[config.mk]
export PLATFORM = sky130hd
export DESIGN_NAME = mfr_read_ctrl
export DESIGN_NICKNAME = d
export VERILOG_FILES = /design/src/common/mfr_pkg.sv /design/src/rtl/mfr_read_ctrl.sv /design/src/rtl/mfr_word_buf.sv
export SDC_FILE = /design/constraint.sdc
export NUM_CORES = 1
export LEC_CHECK = 0
export ABC_AREA = 1
export BUFFER_PORTS_ARGS = -buffer_cell sky130_fd_sc_hd__buf_2
export CELL_PAD_IN_SITES_DETAIL_PLACEMENT = 1
export CELL_PAD_IN_SITES_GLOBAL_PLACEMENT = 1
export CORE_MARGIN = 3
export CORE_UTILIZATION = 34
export CTS_BUF_LIST = sky130_fd_sc_hd__clkbuf_8
export CTS_CLUSTER_SIZE = 12
export DETAILED_ROUTE_END_ITERATION = 8
export PLACE_DENSITY_LB_ADDON = 0.05
export SLEW_MARGIN = 0
export SYNTH_ARGS = -nofsm -noshare
export SYNTH_HDL_FRONTEND = slang
export SYNTH_SLANG_ARGS = --single-unit
export TNS_END_PERCENT = 100
[constraint.sdc]
create_clock -name core_clk_i -period 7.4 [get_ports core_clk_i]
set_input_delay 0.37 -clock core_clk_i [delete_from_list [all_inputs] [get_ports core_clk_i]]
set_output_delay 0.37 -clock core_clk_i [all_outputs]
set_load 0.05 [all_outputs]
[src/common/mfr_pkg.sv]
`default_nettype none
package mfr_pkg;
	localparam int unsigned MFR_NUM_FIFOS = 3;
	localparam int unsigned MFR_DATA_W = 32;
	localparam int unsigned MFR_BUF_DEPTH = 16;
	// each external fifo decodes a 1024-byte window
	localparam int unsigned MFR_WINDOW_BYTES = 1024;
	localparam int unsigned MFR_WINDOW_LSB = 10;
	localparam int unsigned MFR_FIFO_DEPTH_WORDS = 1024;
	localparam int unsigned MFR_HALF_WORDS = 512;
	// wait states: first word and each following word of a burst
	localparam logic [2:0] MFR_WAIT_FIRST = 3'h4;
	localparam logic [2:0] MFR_WAIT_NEXT = 3'h1;
	// read clock rises this many cycles after enable goes low
	localparam logic [2:0] MFR_RCLK_DELAY = 3'h1;
	// cycles after the read clock edge before data is sampled
	localparam logic [2:0] MFR_SETTLE_CYCLES = 3'h2;
	// flag refresh pulse follows the address strobe by this many cycles
	localparam logic [1:0] MFR_REFRESH_DELAY = 2'h2;
	localparam logic [2:0] MFR_OE_RST = 3'h7;
	localparam logic [2:0] MFR_RCLK_RST = 3'h0;

	typedef enum logic [2:0] {
		MFR_IDLE = 3'b000,
		MFR_TURN = 3'b001,
		MFR_WAIT = 3'b010,
		MFR_ACK = 3'b011,
		MFR_DONE = 3'b100
	} mfr_state_e;

	function automatic logic [2:0] mfr_onehot(input logic [1:0] idx);
		mfr_onehot = 3'h0;
		if (idx < 2'h3) begin
			mfr_onehot[idx] = 1'b1;
		end
	endfunction
endpackage
`default_nettype wire

[src/rtl/mfr_read_ctrl.sv]
`default_nettype none
// Behaviour
// one enable and one read clock per fifo
// fifos hold 1K words of 32 bits
// fifo pops on rclk rise with enable low
// enable first, read clock one cycle later
// two cycles of settle after read clock
// four wait states before first word
// enable only after bus turned to read
// bursts use 4,1,1,1 wait profile
// each fifo decodes a 1024-byte window
// refresh clocks all fifos after strobe; pulses only while all enables stay high, none on reads that turn at once
// refresh pulse keeps read enable high
// fifo flags change only on rclk rise
// flags readable, active low, per fifo
// software bursts only when half full
// enable held for the whole access
// one ready acknowledge per word
module mfr_read_ctrl import mfr_pkg::*; (
	input wire logic core_clk_i,
	input wire logic nrst_i,
	input wire logic address_strobe_n_i,
	input wire logic [31:0] addr_i,
	input wire logic write_not_read_i,
	input wire logic burst_last_i,
	input wire logic [2:0] fifo_region_sel_i,
	input wire logic slow_bus_direction_i,
	input wire logic [31:0] slow_data_i,
	input wire logic [2:0] fifo_empty_flag_n_i,
	input wire logic [2:0] fifo_half_full_flag_n_i,
	input wire logic [2:0] fifo_full_flag_n_i,
	input wire logic word_ready_i,
	output logic [2:0] segment_fifo_output_enable_n_o,
	output logic [2:0] segment_fifo_read_clock_o,
	output logic ready_n_o,
	output logic [31:0] word_data_o,
	output logic word_valid_o,
	output logic [2:0] fifo_empty_flag_n_o,
	output logic [2:0] fifo_half_full_flag_n_o,
	output logic [2:0] fifo_full_flag_n_o,
	output logic busy_o
);
	typedef struct packed {
		mfr_state_e st;
		logic [2:0] cnt;
		logic [2:0] sel;
		logic [1:0] ref_cnt;
		logic ref_act;
		logic [2:0] oe_n;
		logic [2:0] rclk;
		logic rdy_n;
		logic first;
		logic [9:0] word_addr;
		logic [1:0] left;
		logic [4:0] fill;
	} mfr_ctl_s;
	mfr_ctl_s s_r, s_nxt;

	// two-flop synchronisers for every pin input
	logic [13:0] pin_m_r, pin_s_r;
	logic ads_n, dir, last, wr;
	logic [2:0] hit;
	logic [31:0] addr_m_r, addr_s_r;
	logic [8:0] flg_m_r, flg_s_r;
	logic [31:0] dat_m_r, dat_s_r;
	logic buf_in_ready;
	logic cap_valid;
	logic issue, room;

	always_ff @(posedge core_clk_i or negedge nrst_i) begin
		if (!nrst_i) begin
			pin_m_r <= 14'h0001;
			pin_s_r <= 14'h0001;
			addr_m_r <= 32'h0;
			addr_s_r <= 32'h0;
			flg_m_r <= 9'h000;
			flg_s_r <= 9'h000;
			dat_m_r <= 32'h0;
			dat_s_r <= 32'h0;
		end else begin
			pin_m_r <= {7'h00, slow_bus_direction_i, fifo_region_sel_i,
				burst_last_i, write_not_read_i, address_strobe_n_i};
			pin_s_r <= pin_m_r;
			addr_m_r <= addr_i;
			addr_s_r <= addr_m_r;
			flg_m_r <= {fifo_full_flag_n_i, fifo_half_full_flag_n_i,
				fifo_empty_flag_n_i};
			flg_s_r <= flg_m_r;
			dat_m_r <= slow_data_i;
			dat_s_r <= dat_m_r;
		end
	end

	assign ads_n = pin_s_r[0];
	assign wr = pin_s_r[1];
	assign last = pin_s_r[2];
	assign hit = pin_s_r[5:3];
	assign dir = pin_s_r[6];

	always_comb begin
		s_nxt = s_r;
		s_nxt.rdy_n = 1'b1;
		// the acknowledged word is pushed as ready stands
		cap_valid = !s_r.rdy_n;
		issue = 1'b0;
		// a slot is reserved per pop so a burst cannot overrun the buffer
		room = s_r.fill < 5'(MFR_BUF_DEPTH);
		// refresh pulse timing
		if (!ads_n) begin
			s_nxt.ref_cnt = 2'h1;
			s_nxt.ref_act = 1'b1;
		end else if (s_r.ref_act) begin
			s_nxt.ref_cnt = s_r.ref_cnt + 2'h1;
			if (s_r.ref_cnt == MFR_REFRESH_DELAY) begin
				s_nxt.ref_act = 1'b0;
			end
		end
		s_nxt.rclk = 3'h0;
		unique case (s_r.st)
			MFR_IDLE: begin
				s_nxt.oe_n = MFR_OE_RST;
				// window decode selects the fifo
				if (!ads_n && !wr && hit != 3'h0) begin
					s_nxt.sel = hit;
					s_nxt.word_addr = addr_s_r[MFR_WINDOW_LSB-1:0];
					// a burst is always four words, a single read one
					s_nxt.left = last ? 2'h0 : 2'h3;
					s_nxt.first = 1'b1;
					s_nxt.st = MFR_TURN;
				end
			end
			MFR_TURN: begin
				// hold off until bus turned to read
				if (dir == 1'b0 && room) begin
					s_nxt.oe_n = ~s_r.sel;
					s_nxt.cnt = 3'h0;
					s_nxt.st = MFR_WAIT;
				end
			end
			MFR_WAIT: begin
				s_nxt.cnt = s_r.cnt + 3'h1;
				// read clock one cycle after enable
				if (s_r.cnt == 3'h0) begin
					if (room) begin
						issue = 1'b1;
						s_nxt.cnt = MFR_RCLK_DELAY;
					end else begin
						s_nxt.cnt = 3'h0;
					end
				end
				// ack two cycles after the pop
				if (s_r.cnt == MFR_SETTLE_CYCLES) begin
					// acknowledge this word
					s_nxt.rdy_n = 1'b0;
					s_nxt.first = 1'b0;
					s_nxt.word_addr = s_r.word_addr + 10'h004;
					s_nxt.cnt = 3'h0;
					if (s_r.left == 2'h0) begin
						s_nxt.st = MFR_DONE;
					end else begin
						s_nxt.left = s_r.left - 2'h1;
						// next word popped as this one is acked
						if (room) begin
							issue = 1'b1;
							s_nxt.cnt = MFR_RCLK_DELAY;
						end
					end
				end
			end
			MFR_ACK: begin
				s_nxt.st = MFR_DONE;
			end
			MFR_DONE: begin
				// enable released only as access ends
				s_nxt.oe_n = MFR_OE_RST;
				s_nxt.st = MFR_IDLE;
			end
			default: begin
				s_nxt.st = MFR_IDLE;
			end
		endcase
		if (issue) begin
			s_nxt.rclk = s_r.sel;
		end
		s_nxt.fill = s_r.fill + {4'h0, issue}
			- {4'h0, word_valid_o && word_ready_i};
		// refresh pulse only while enables stay high
		if (s_r.ref_act && s_r.ref_cnt == MFR_REFRESH_DELAY - 2'h1
				&& s_nxt.oe_n == MFR_OE_RST && s_r.oe_n == MFR_OE_RST) begin
			s_nxt.rclk = 3'h7;
		end
	end

	always_ff @(posedge core_clk_i or negedge nrst_i) begin
		if (!nrst_i) begin
			s_r <= '{st: MFR_IDLE, cnt: 3'h0, sel: 3'h0, ref_cnt: 2'h0,
				ref_act: 1'b0, oe_n: MFR_OE_RST, rclk: MFR_RCLK_RST,
				rdy_n: 1'b1, first: 1'b0, word_addr: 10'h000, left: 2'h0,
				fill: 5'h00};
		end else begin
			s_r <= s_nxt;
		end
	end

	// six control outputs, all from flops
	assign segment_fifo_output_enable_n_o = s_r.oe_n;
	assign segment_fifo_read_clock_o = s_r.rclk;
	// ready straight from its flop
	assign ready_n_o = s_r.rdy_n;
	// flags from the input port presented after the synchroniser
	assign fifo_empty_flag_n_o = flg_s_r[2:0];
	assign fifo_half_full_flag_n_o = flg_s_r[5:3];
	assign fifo_full_flag_n_o = flg_s_r[8:6];
	assign busy_o = s_r.st != MFR_IDLE;

	// each acknowledged word is kept for the consumer
	mfr_word_buf #(
		.WIDTH(MFR_DATA_W),
		.DEPTH(MFR_BUF_DEPTH)
	) u_buf (
		.core_clk_i(core_clk_i),
		.nrst_i(nrst_i),
		.in_data_i(dat_s_r),
		.in_valid_i(cap_valid),
		.in_ready_o(buf_in_ready),
		.out_data_o(word_data_o),
		.out_valid_o(word_valid_o),
		.out_ready_i(word_ready_i)
	);
endmodule
`default_nettype wire

[src/rtl/mfr_word_buf.sv]
`default_nettype none
module mfr_word_buf import mfr_pkg::*; #(
	parameter int unsigned WIDTH = 32,
	parameter int unsigned DEPTH = 16
) (
	input wire logic core_clk_i,
	input wire logic nrst_i,
	input wire logic [WIDTH-1:0] in_data_i,
	input wire logic in_valid_i,
	output logic in_ready_o,
	output logic [WIDTH-1:0] out_data_o,
	output logic out_valid_o,
	input wire logic out_ready_i
);
	localparam int unsigned AW = $clog2(DEPTH);
	typedef struct packed {
		logic [AW-1:0] wp;
		logic [AW-1:0] rp;
		logic [AW:0] cnt;
	} mfr_buf_s;
	mfr_buf_s st_r, st_nxt;
	logic [WIDTH-1:0] mem_r [DEPTH];
	logic push, pop;

	assign in_ready_o = st_r.cnt != (AW+1)'(DEPTH);
	assign out_valid_o = st_r.cnt != '0;
	assign out_data_o = mem_r[st_r.rp];
	assign push = in_valid_i && in_ready_o;
	assign pop = out_valid_o && out_ready_i;

	always_comb begin
		st_nxt = st_r;
		if (push) begin
			st_nxt.wp = st_r.wp + AW'(1);
		end
		if (pop) begin
			st_nxt.rp = st_r.rp + AW'(1);
		end
		if (push && !pop) begin
			st_nxt.cnt = st_r.cnt + (AW+1)'(1);
		end else if (pop && !push) begin
			st_nxt.cnt = st_r.cnt - (AW+1)'(1);
		end
	end

	always_ff @(posedge core_clk_i or negedge nrst_i) begin
		if (!nrst_i) begin
			st_r <= '0;
		end else begin
			st_r <= st_nxt;
		end
	end

	// storage has no reset; contents only matter once counted valid
	always_ff @(posedge core_clk_i) begin
		if (push) begin
			mem_r[st_r.wp] <= in_data_i;
		end
	end
endmodule
`default_nettype wire

* After elaboration in Yosys (flattened, before gate mapping)
Memories as Yosys holds them, arrays and structs flattened.
Cells that the tools add are included.
** Word-level totals
- Memories :: 1
- Output and inout bits :: 50
- Register bits :: 165
- Memory bits (writable) :: 512
- Input bits :: 83
** Cells by class
- Order comparisons :: 1
- $add $sub $neg :: 10
- Bitwise operators :: 2
- Reductions and logical operators :: 30
- Mux-type cells :: 32
- Eq/ne operators :: 16
** Memory list
- u_buf.mem_r :: words 16, bits a word 32, rd ports 1, clocked after memory_dff 0, wr ports 1, line mfr_word_buf.sv:22 : logic [WIDTH-1:0] mem_r [DEPTH];
** Operators with widths (count)
- $mux 3 :: 9
- $pmux 12 s2 :: 1
- $mux 14 :: 1
- $mux 12 :: 1
- $mux 6 :: 2
- $ne 2x2->1 const B :: 6
- $pmux 3 s2 :: 2
- $pmux 3 s4 :: 1
- $mux 1 :: 11
- $add 10x3->10 const B :: 1
- $logic_and 1x1->1 :: 10
- $mux 5 :: 2
- $eq 3x2->1 const B :: 3
- $eq 3x3->1 const B :: 3
- $add 4x1->4 const B :: 2
- $reduce_and 4->1 :: 2
- $logic_not 3->1 :: 2
- $reduce_bool 2->1 :: 3
- $reduce_bool 3->1 :: 2
- $add 5x1->5 :: 1
- $add 5x1->5 const B :: 1
- $logic_not 1->1 :: 5
- $lt 5x5->1 const B :: 1
- $ne 5x5->1 const B :: 1
- 16 further kinds :: 18

* Logic depth before layout (Yosys ltp)
- Depth in word-level cells :: 9
- Gate-level depth with buffers :: 14
- Mapped depth without buffers :: 14

* Cells and area by module
A second synthesis with hierarchy kept.
** Unflattened totals
- Cell total of the unflattened synthesis :: 2391
- Area, all modules :: 26208.9 sq um
** By module, submodules not included
- mfr_word_buf :: cells an instance 2112, area each 22251.3 sq um, times used 1, seq. area each 15700.1 sq um
- mfr_read_ctrl :: cells an instance 279, area each 3957.5 sq um, times used 1, seq. area each 3060.4 sq um

* Least setup slack after synthesis
OpenSTA, ideal clock, no wires.
- Kind :: register to register
- Start :: register u_buf.st_r[0] (netlist bit)
- End :: register s_r[4] (netlist bit)
- Setup time :: 0.079 ns
- Arrival time :: 2.739 ns
- Path buffers :: 0
- Stages on the path, launching flop included :: 12
- Clock period less this slack :: 2.818 ns
- Path slack :: 4.582 ns
- Path through :: dfrtp_1 -> nor4_1 -> nand2_1 -> nand2_1 -> inv_1 -> ha_1 -> inv_1 -> ha_1 -> inv_1 -> fa_1 -> o21ai_0 -> xor2_1
** RTL lines
- start, declared :: line mfr_word_buf.sv:21 : mfr_buf_s st_r, st_nxt;
- start signal, assigned :: line mfr_word_buf.sv:50 : st_r <= st_nxt;
- end signal, assigned :: line mfr_read_ctrl.sv:196 : s_r <= '{st: MFR_IDLE, cnt: 3'h0, sel: 3'h0, ref_cnt: 2'h0,
- end signal, assigned :: line mfr_read_ctrl.sv:201 : s_r <= s_nxt;
- end, declared :: line mfr_read_ctrl.sv:57 : mfr_ctl_s s_r, s_nxt;

* Worst setup path in the final report
- Start :: register u_buf.st_r[5] (netlist bit)
- End :: output port word_data_o[26]
** Between the ends
- Word-level cells in the longest chain between the ends :: 1
** RTL lines
- $mem_v2 16x32
- end, declared :: line mfr_read_ctrl.sv:36 : output logic [31:0] word_data_o,
Every way passes these cells.

==> out/summary.txt <==
GLOBAL ROUTE
------------------------------------------------------------------------------------------------------
Global routing usage summed across all routing layers                                            18.1%
Initial antenna violation count                                                                      1
Via count of the first global-routing pass                                                      16,900
Pin count of the biggest net entering global routing                                               216
Overflow left after global routing                                                                   0
Global-route wire length before repair                                                      105,000 um

CLOCK TREE
------------------------------------------------------------------------------------------------------
Clock sink count                                                                                   647
Root Buffer Master                                                                        sky130_fd_sc_hd__clkbuf_8
Clock transition at the register clock pins on the worst setup and hold paths after CTS          60 ps
Postcts setup bufs                                                                                   0
Clock latency on the worst-skew pair                                                            710 ps
Inserted Clock Buffers                                                                             116
TritonCTS clock tree                                                                             built
Resized cells post-CTS                                                                               0
Maximum level of the CTS H-tree                                                                      3
Maximum count of clock buffers along a single path                                                   3

SYNTH
------------------------------------------------------------------------------------------------------
Fraction of registers with async set or reset after synthesis                                    20.9%
Post-synth top area cell                                                                  sky130_fd_sc_hd__edfxtp_1
Ys flop type                                                                              sky130_fd_sc_hd__edfxtp_1
Compound-Gate Fraction of Synth Area                                                             7.96%
Post-synthesis instance total                                                                    1,957
Yosys warns                                                                                          0
Leading post-synthesis cells by instance count                                            sky130_fd_sc_hd__edfxtp_1, sky130_fd_sc_hd__nor2_1, sky130_fd_sc_hd__nand2_1
Mapped Avg Cell Area                                                                          12.8 um2
Combinational family with the most area after synthesis                                   simple AND/OR/NAND/NOR gates
Post-synthesis share of cell area spent on full adders, half adders and majority gates           1.16%
Post-synthesis sequential area ratio                                                             74.9%
Synthesized flop and latch total                                                                   647
Simple logic cell fraction of the synthesized area                                               11.6%
Xor-xnor portion of the synthesized cell area                                                   0.420%
Cell types with the largest area share after synthesis                                    sky130_fd_sc_hd__edfxtp_1, sky130_fd_sc_hd__dfrtp_1, sky130_fd_sc_hd__nor2_1, sky130_fd_sc_hd__nand3_1, sky130_fd_sc_hd__o211ai_1
Count of flip-flops with a built-in enable after synthesis                                         512
Distinct cell type count after synthesis                                                            29
Post-synth design cell area                                                                 0.0250 mm2
Mux contribution to synthesized area                                                                0%
Syn Nets                                                                                         2,062
Top-count cell post-synth                                                                 sky130_fd_sc_hd__edfxtp_1
Fraction of synthesized cell area taken by the top area cell type                                61.4%

SETUP PATH
------------------------------------------------------------------------------------------------------
Maximum cell stage delay along the critical path                                                860 ps
R2r startpoint                                                                            u_buf.st_r[1]
Arr. time, crit path                                                                           4200 ps
CP Capture Type                                                                             output pin
Worst Path Buf+Inv                                                                                   3
Worst Path Max Fanout                                                                              115
CP top delay family                                                                       buffers and inverters
Standard cell with the maximum stage delay on the critical path                           sky130_fd_sc_hd__inv_6
Startpoint kind of the worst setup timing path                                                register
Path type of the worst setup path                                                         register to output pin
Critical path, cell by cell                                                               inv_6 -> buf_4 -> nor2_1 -> nor2_1 -> o21ai_0 -> nand3_1 -> nand3_1 -> nand2_1 -> buf_2
WP data required                                                                               7030 ps
Critical path origin                                                                      u_buf.st_r[5]

WORST HOLD PATH
------------------------------------------------------------------------------------------------------
Worst min path class                                                                      input port to async pin

DRT
------------------------------------------------------------------------------------------------------
Post-route antenna net violation count                                                               0
Average wire per standard cell                                                                 22.0 um
Initial drt markers                                                                                915
Total iterations of the first detailed-routing run                                                   5
Detailed-route wire length                                                                   70,100 um
Routed via count divided by cell count                                                            4.95
Number of remaining DRC errors                                                                       0
Via count                                                                                       15,800

STA
------------------------------------------------------------------------------------------------------
RSZ-0062 raised after global routing                                                             false
Slew HR                                                                                          16.0%
Final cycle utilization of the critical path                                                     61.8%
Final-layout setup total negative slack                                                           0 ps
Final Max Tran Viols                                                                                 0
Post-layout minimum cycle time                                                                 4570 ps
Final Hold Vio Count                                                                                 0
Fmax                                                                                           219 MHz
Transition at the pin with the smallest max-transition slack                                   1260 ps
Worst clock skew on the final layout                                                           26.3 ps
Final-report setup violation count                                                                   0

CELLS AND AREA
------------------------------------------------------------------------------------------------------
Number of nets in the layout                                                                     2,244
Share of cells above drive strength 1                                                            13.7%
Growth of design area from synthesis to finish                                                   16.7%
Cell area after layout                                                                      0.0292 mm2

FLOORPLAN
------------------------------------------------------------------------------------------------------
Floorplan Core Area                                                                         0.0722 mm2
Site row count                                                                                      98
DIE HEIGHT                                                                                      277 um
Horizontal die dimension                                                                        277 um
Top-level port count                                                                               133
Die Footprint                                                                               0.0769 mm2
Initial core utilization                                                                         34.7%

PLACE
------------------------------------------------------------------------------------------------------
Final RePlAce weighted congestion                                                                0.697
Port Buffer Count                                                                                  100
Placed cell areas                                                                           0.0265 mm2
Detailed-placement wirelength estimate                                                       31,300 um

STATUS
------------------------------------------------------------------------------------------------------
Status                                                                                    finished clean

POWER
------------------------------------------------------------------------------------------------------
Worst vdd ir                                                                                  0.386 mV
Cell-internal power                                                                            6690 uW
Sequential fraction of design power                                                              39.4%
Logic gate share of total power                                                                  31.3%
Leakage                                                                                      0.0108 uW
Net Switching                                                                                  4230 uW
PwrDens                                                                                     373 mW/mm2
Switching power share of the total                                                               38.7%
Relative contribution of the clock network to total power                                        29.3%

JOB
------------------------------------------------------------------------------------------------------
Max cap viols                                                                                        0

## sequential cells by signal, summed over array words and instances, names as in the netlist
signal	flops
flg_s_r	9
segment_fifo_output_enable_n_o	3
u_buf.mem_r	512
dat_m_r	32
pin_m_r	7
dat_s_r	32
u_buf.st_r	13
segment_fifo_read_clock_o	3
flg_m_r	9
ready_n_o	1
pin_s_r	7
s_r	19
## area by class of cell
type	count	area [um2]
tap	950	1190
antenna	1	2.50
multi-input combinational	1107	5420
inverter	89	342
timing repair buffer	178	1240
clock inverter	87	425
fill	7560	43000
sequential	647	18800
clock buffer	133	1830
## layer usage
layer  up-vias  share of wire (%)  track usage (%)
met2       274                 48             30.7
met1      8155                 46             24.0
met5         -                  0                0
met4         0                1.9             5.17
met3       101                3.9             3.12
li1       7285                  -                -
## worst register-to-register path: stages (launching register included)
cell	delay, ps
sky130_fd_sc_hd__dfrtp_1	420
sky130_fd_sc_hd__nor4_1	410
sky130_fd_sc_hd__nand2_1	220
sky130_fd_sc_hd__nand2_1	100
sky130_fd_sc_hd__buf_4	440
sky130_fd_sc_hd__inv_1	110
sky130_fd_sc_hd__ha_1	220
sky130_fd_sc_hd__inv_1	170
sky130_fd_sc_hd__ha_1	300
sky130_fd_sc_hd__nand2_1	120
sky130_fd_sc_hd__nand2_1	60
sky130_fd_sc_hd__a21oi_1	140
sky130_fd_sc_hd__xor2_1	160
sky130_fd_sc_hd__nand2_1	60
sky130_fd_sc_hd__nand2_1	50
## cell families after synthesis
logic type | count (synthesis)
flip-flops | 647
buffers and inverters | 203
adder cells (fa/ha/maj) | 22
AND/OR/NAND/NOR | 724
XOR/XNOR | 12
AO/OA/AOI/OAI | 349
## final timing paths
check	cells after the start	end	slack, ps
min reg2reg	0	dat_s_r[8]	340
max reg2reg	14	u_buf.st_r[4]	4350
max in group asynchronous	3	u_buf.st_r[6]	5950
min in group core_clk_i	2	dat_m_r[31]	300
min	2	dat_s_r[8]	160
max	9	word_data_o[26]	2830
## per-stage QoR
step	std cells	hold slack (ps)	setup WS [ps]	utilization, %	power [uW]
after floorplan	1957	74.4	4580	-	6870
after global placement	2921	326	3460	36.6	7810
after detailed placement	2921	331	3440	36.6	7850
after CTS	3191	112	2610	40.5	11100
after global routing	3192	155	2450	40.5	11700
final	3192	162	2830	40.5	10900
## layout by cell type (no fill, tap or decap), types with 3 or more instances in the layout
cell type,count
sky130_fd_sc_hd__dfstp_2,6
sky130_fd_sc_hd__clkinv_1,19
sky130_fd_sc_hd__inv_1,138
sky130_fd_sc_hd__nor2_1,402
sky130_fd_sc_hd__o211ai_1,96
sky130_fd_sc_hd__nand2_1,152
sky130_fd_sc_hd__inv_8,3
sky130_fd_sc_hd__xnor2_1,4
sky130_fd_sc_hd__xor2_1,8
sky130_fd_sc_hd__clkinvlp_4,3
sky130_fd_sc_hd__clkinv_2,6
sky130_fd_sc_hd__dfrtp_1,125
sky130_fd_sc_hd__clkbuf_8,133
sky130_fd_sc_hd__dlygate4sd3_1,50
sky130_fd_sc_hd__buf_2,99
sky130_fd_sc_hd__edfxtp_1,512
sky130_fd_sc_hd__a21oi_1,10
sky130_fd_sc_hd__dfrtp_4,3
sky130_fd_sc_hd__nor2_4,16
sky130_fd_sc_hd__nand3_1,151
sky130_fd_sc_hd__o22ai_1,3
sky130_fd_sc_hd__ha_1,20
sky130_fd_sc_hd__o21ai_0,137
sky130_fd_sc_hd__buf_4,26
sky130_fd_sc_hd__o21ai_1,102
## power by group through the flow
stage	combinational [uW]	clock [uW]	sequential (uW)
CTS	3500	3330	4310
global route	3820	3500	4330
detailed placement	3470	0	4380
global placement	3430	0	4380
finish	3420	3190	4310
floorplan	2660	0	4210
## what timing repair did
item | CTS | global route
hold endpoints to repair | 79 | 0
hold buffers | 50 | 0
endpoints found under the setup margin | 0 | 0
Power figures use the tool's default switching activity.
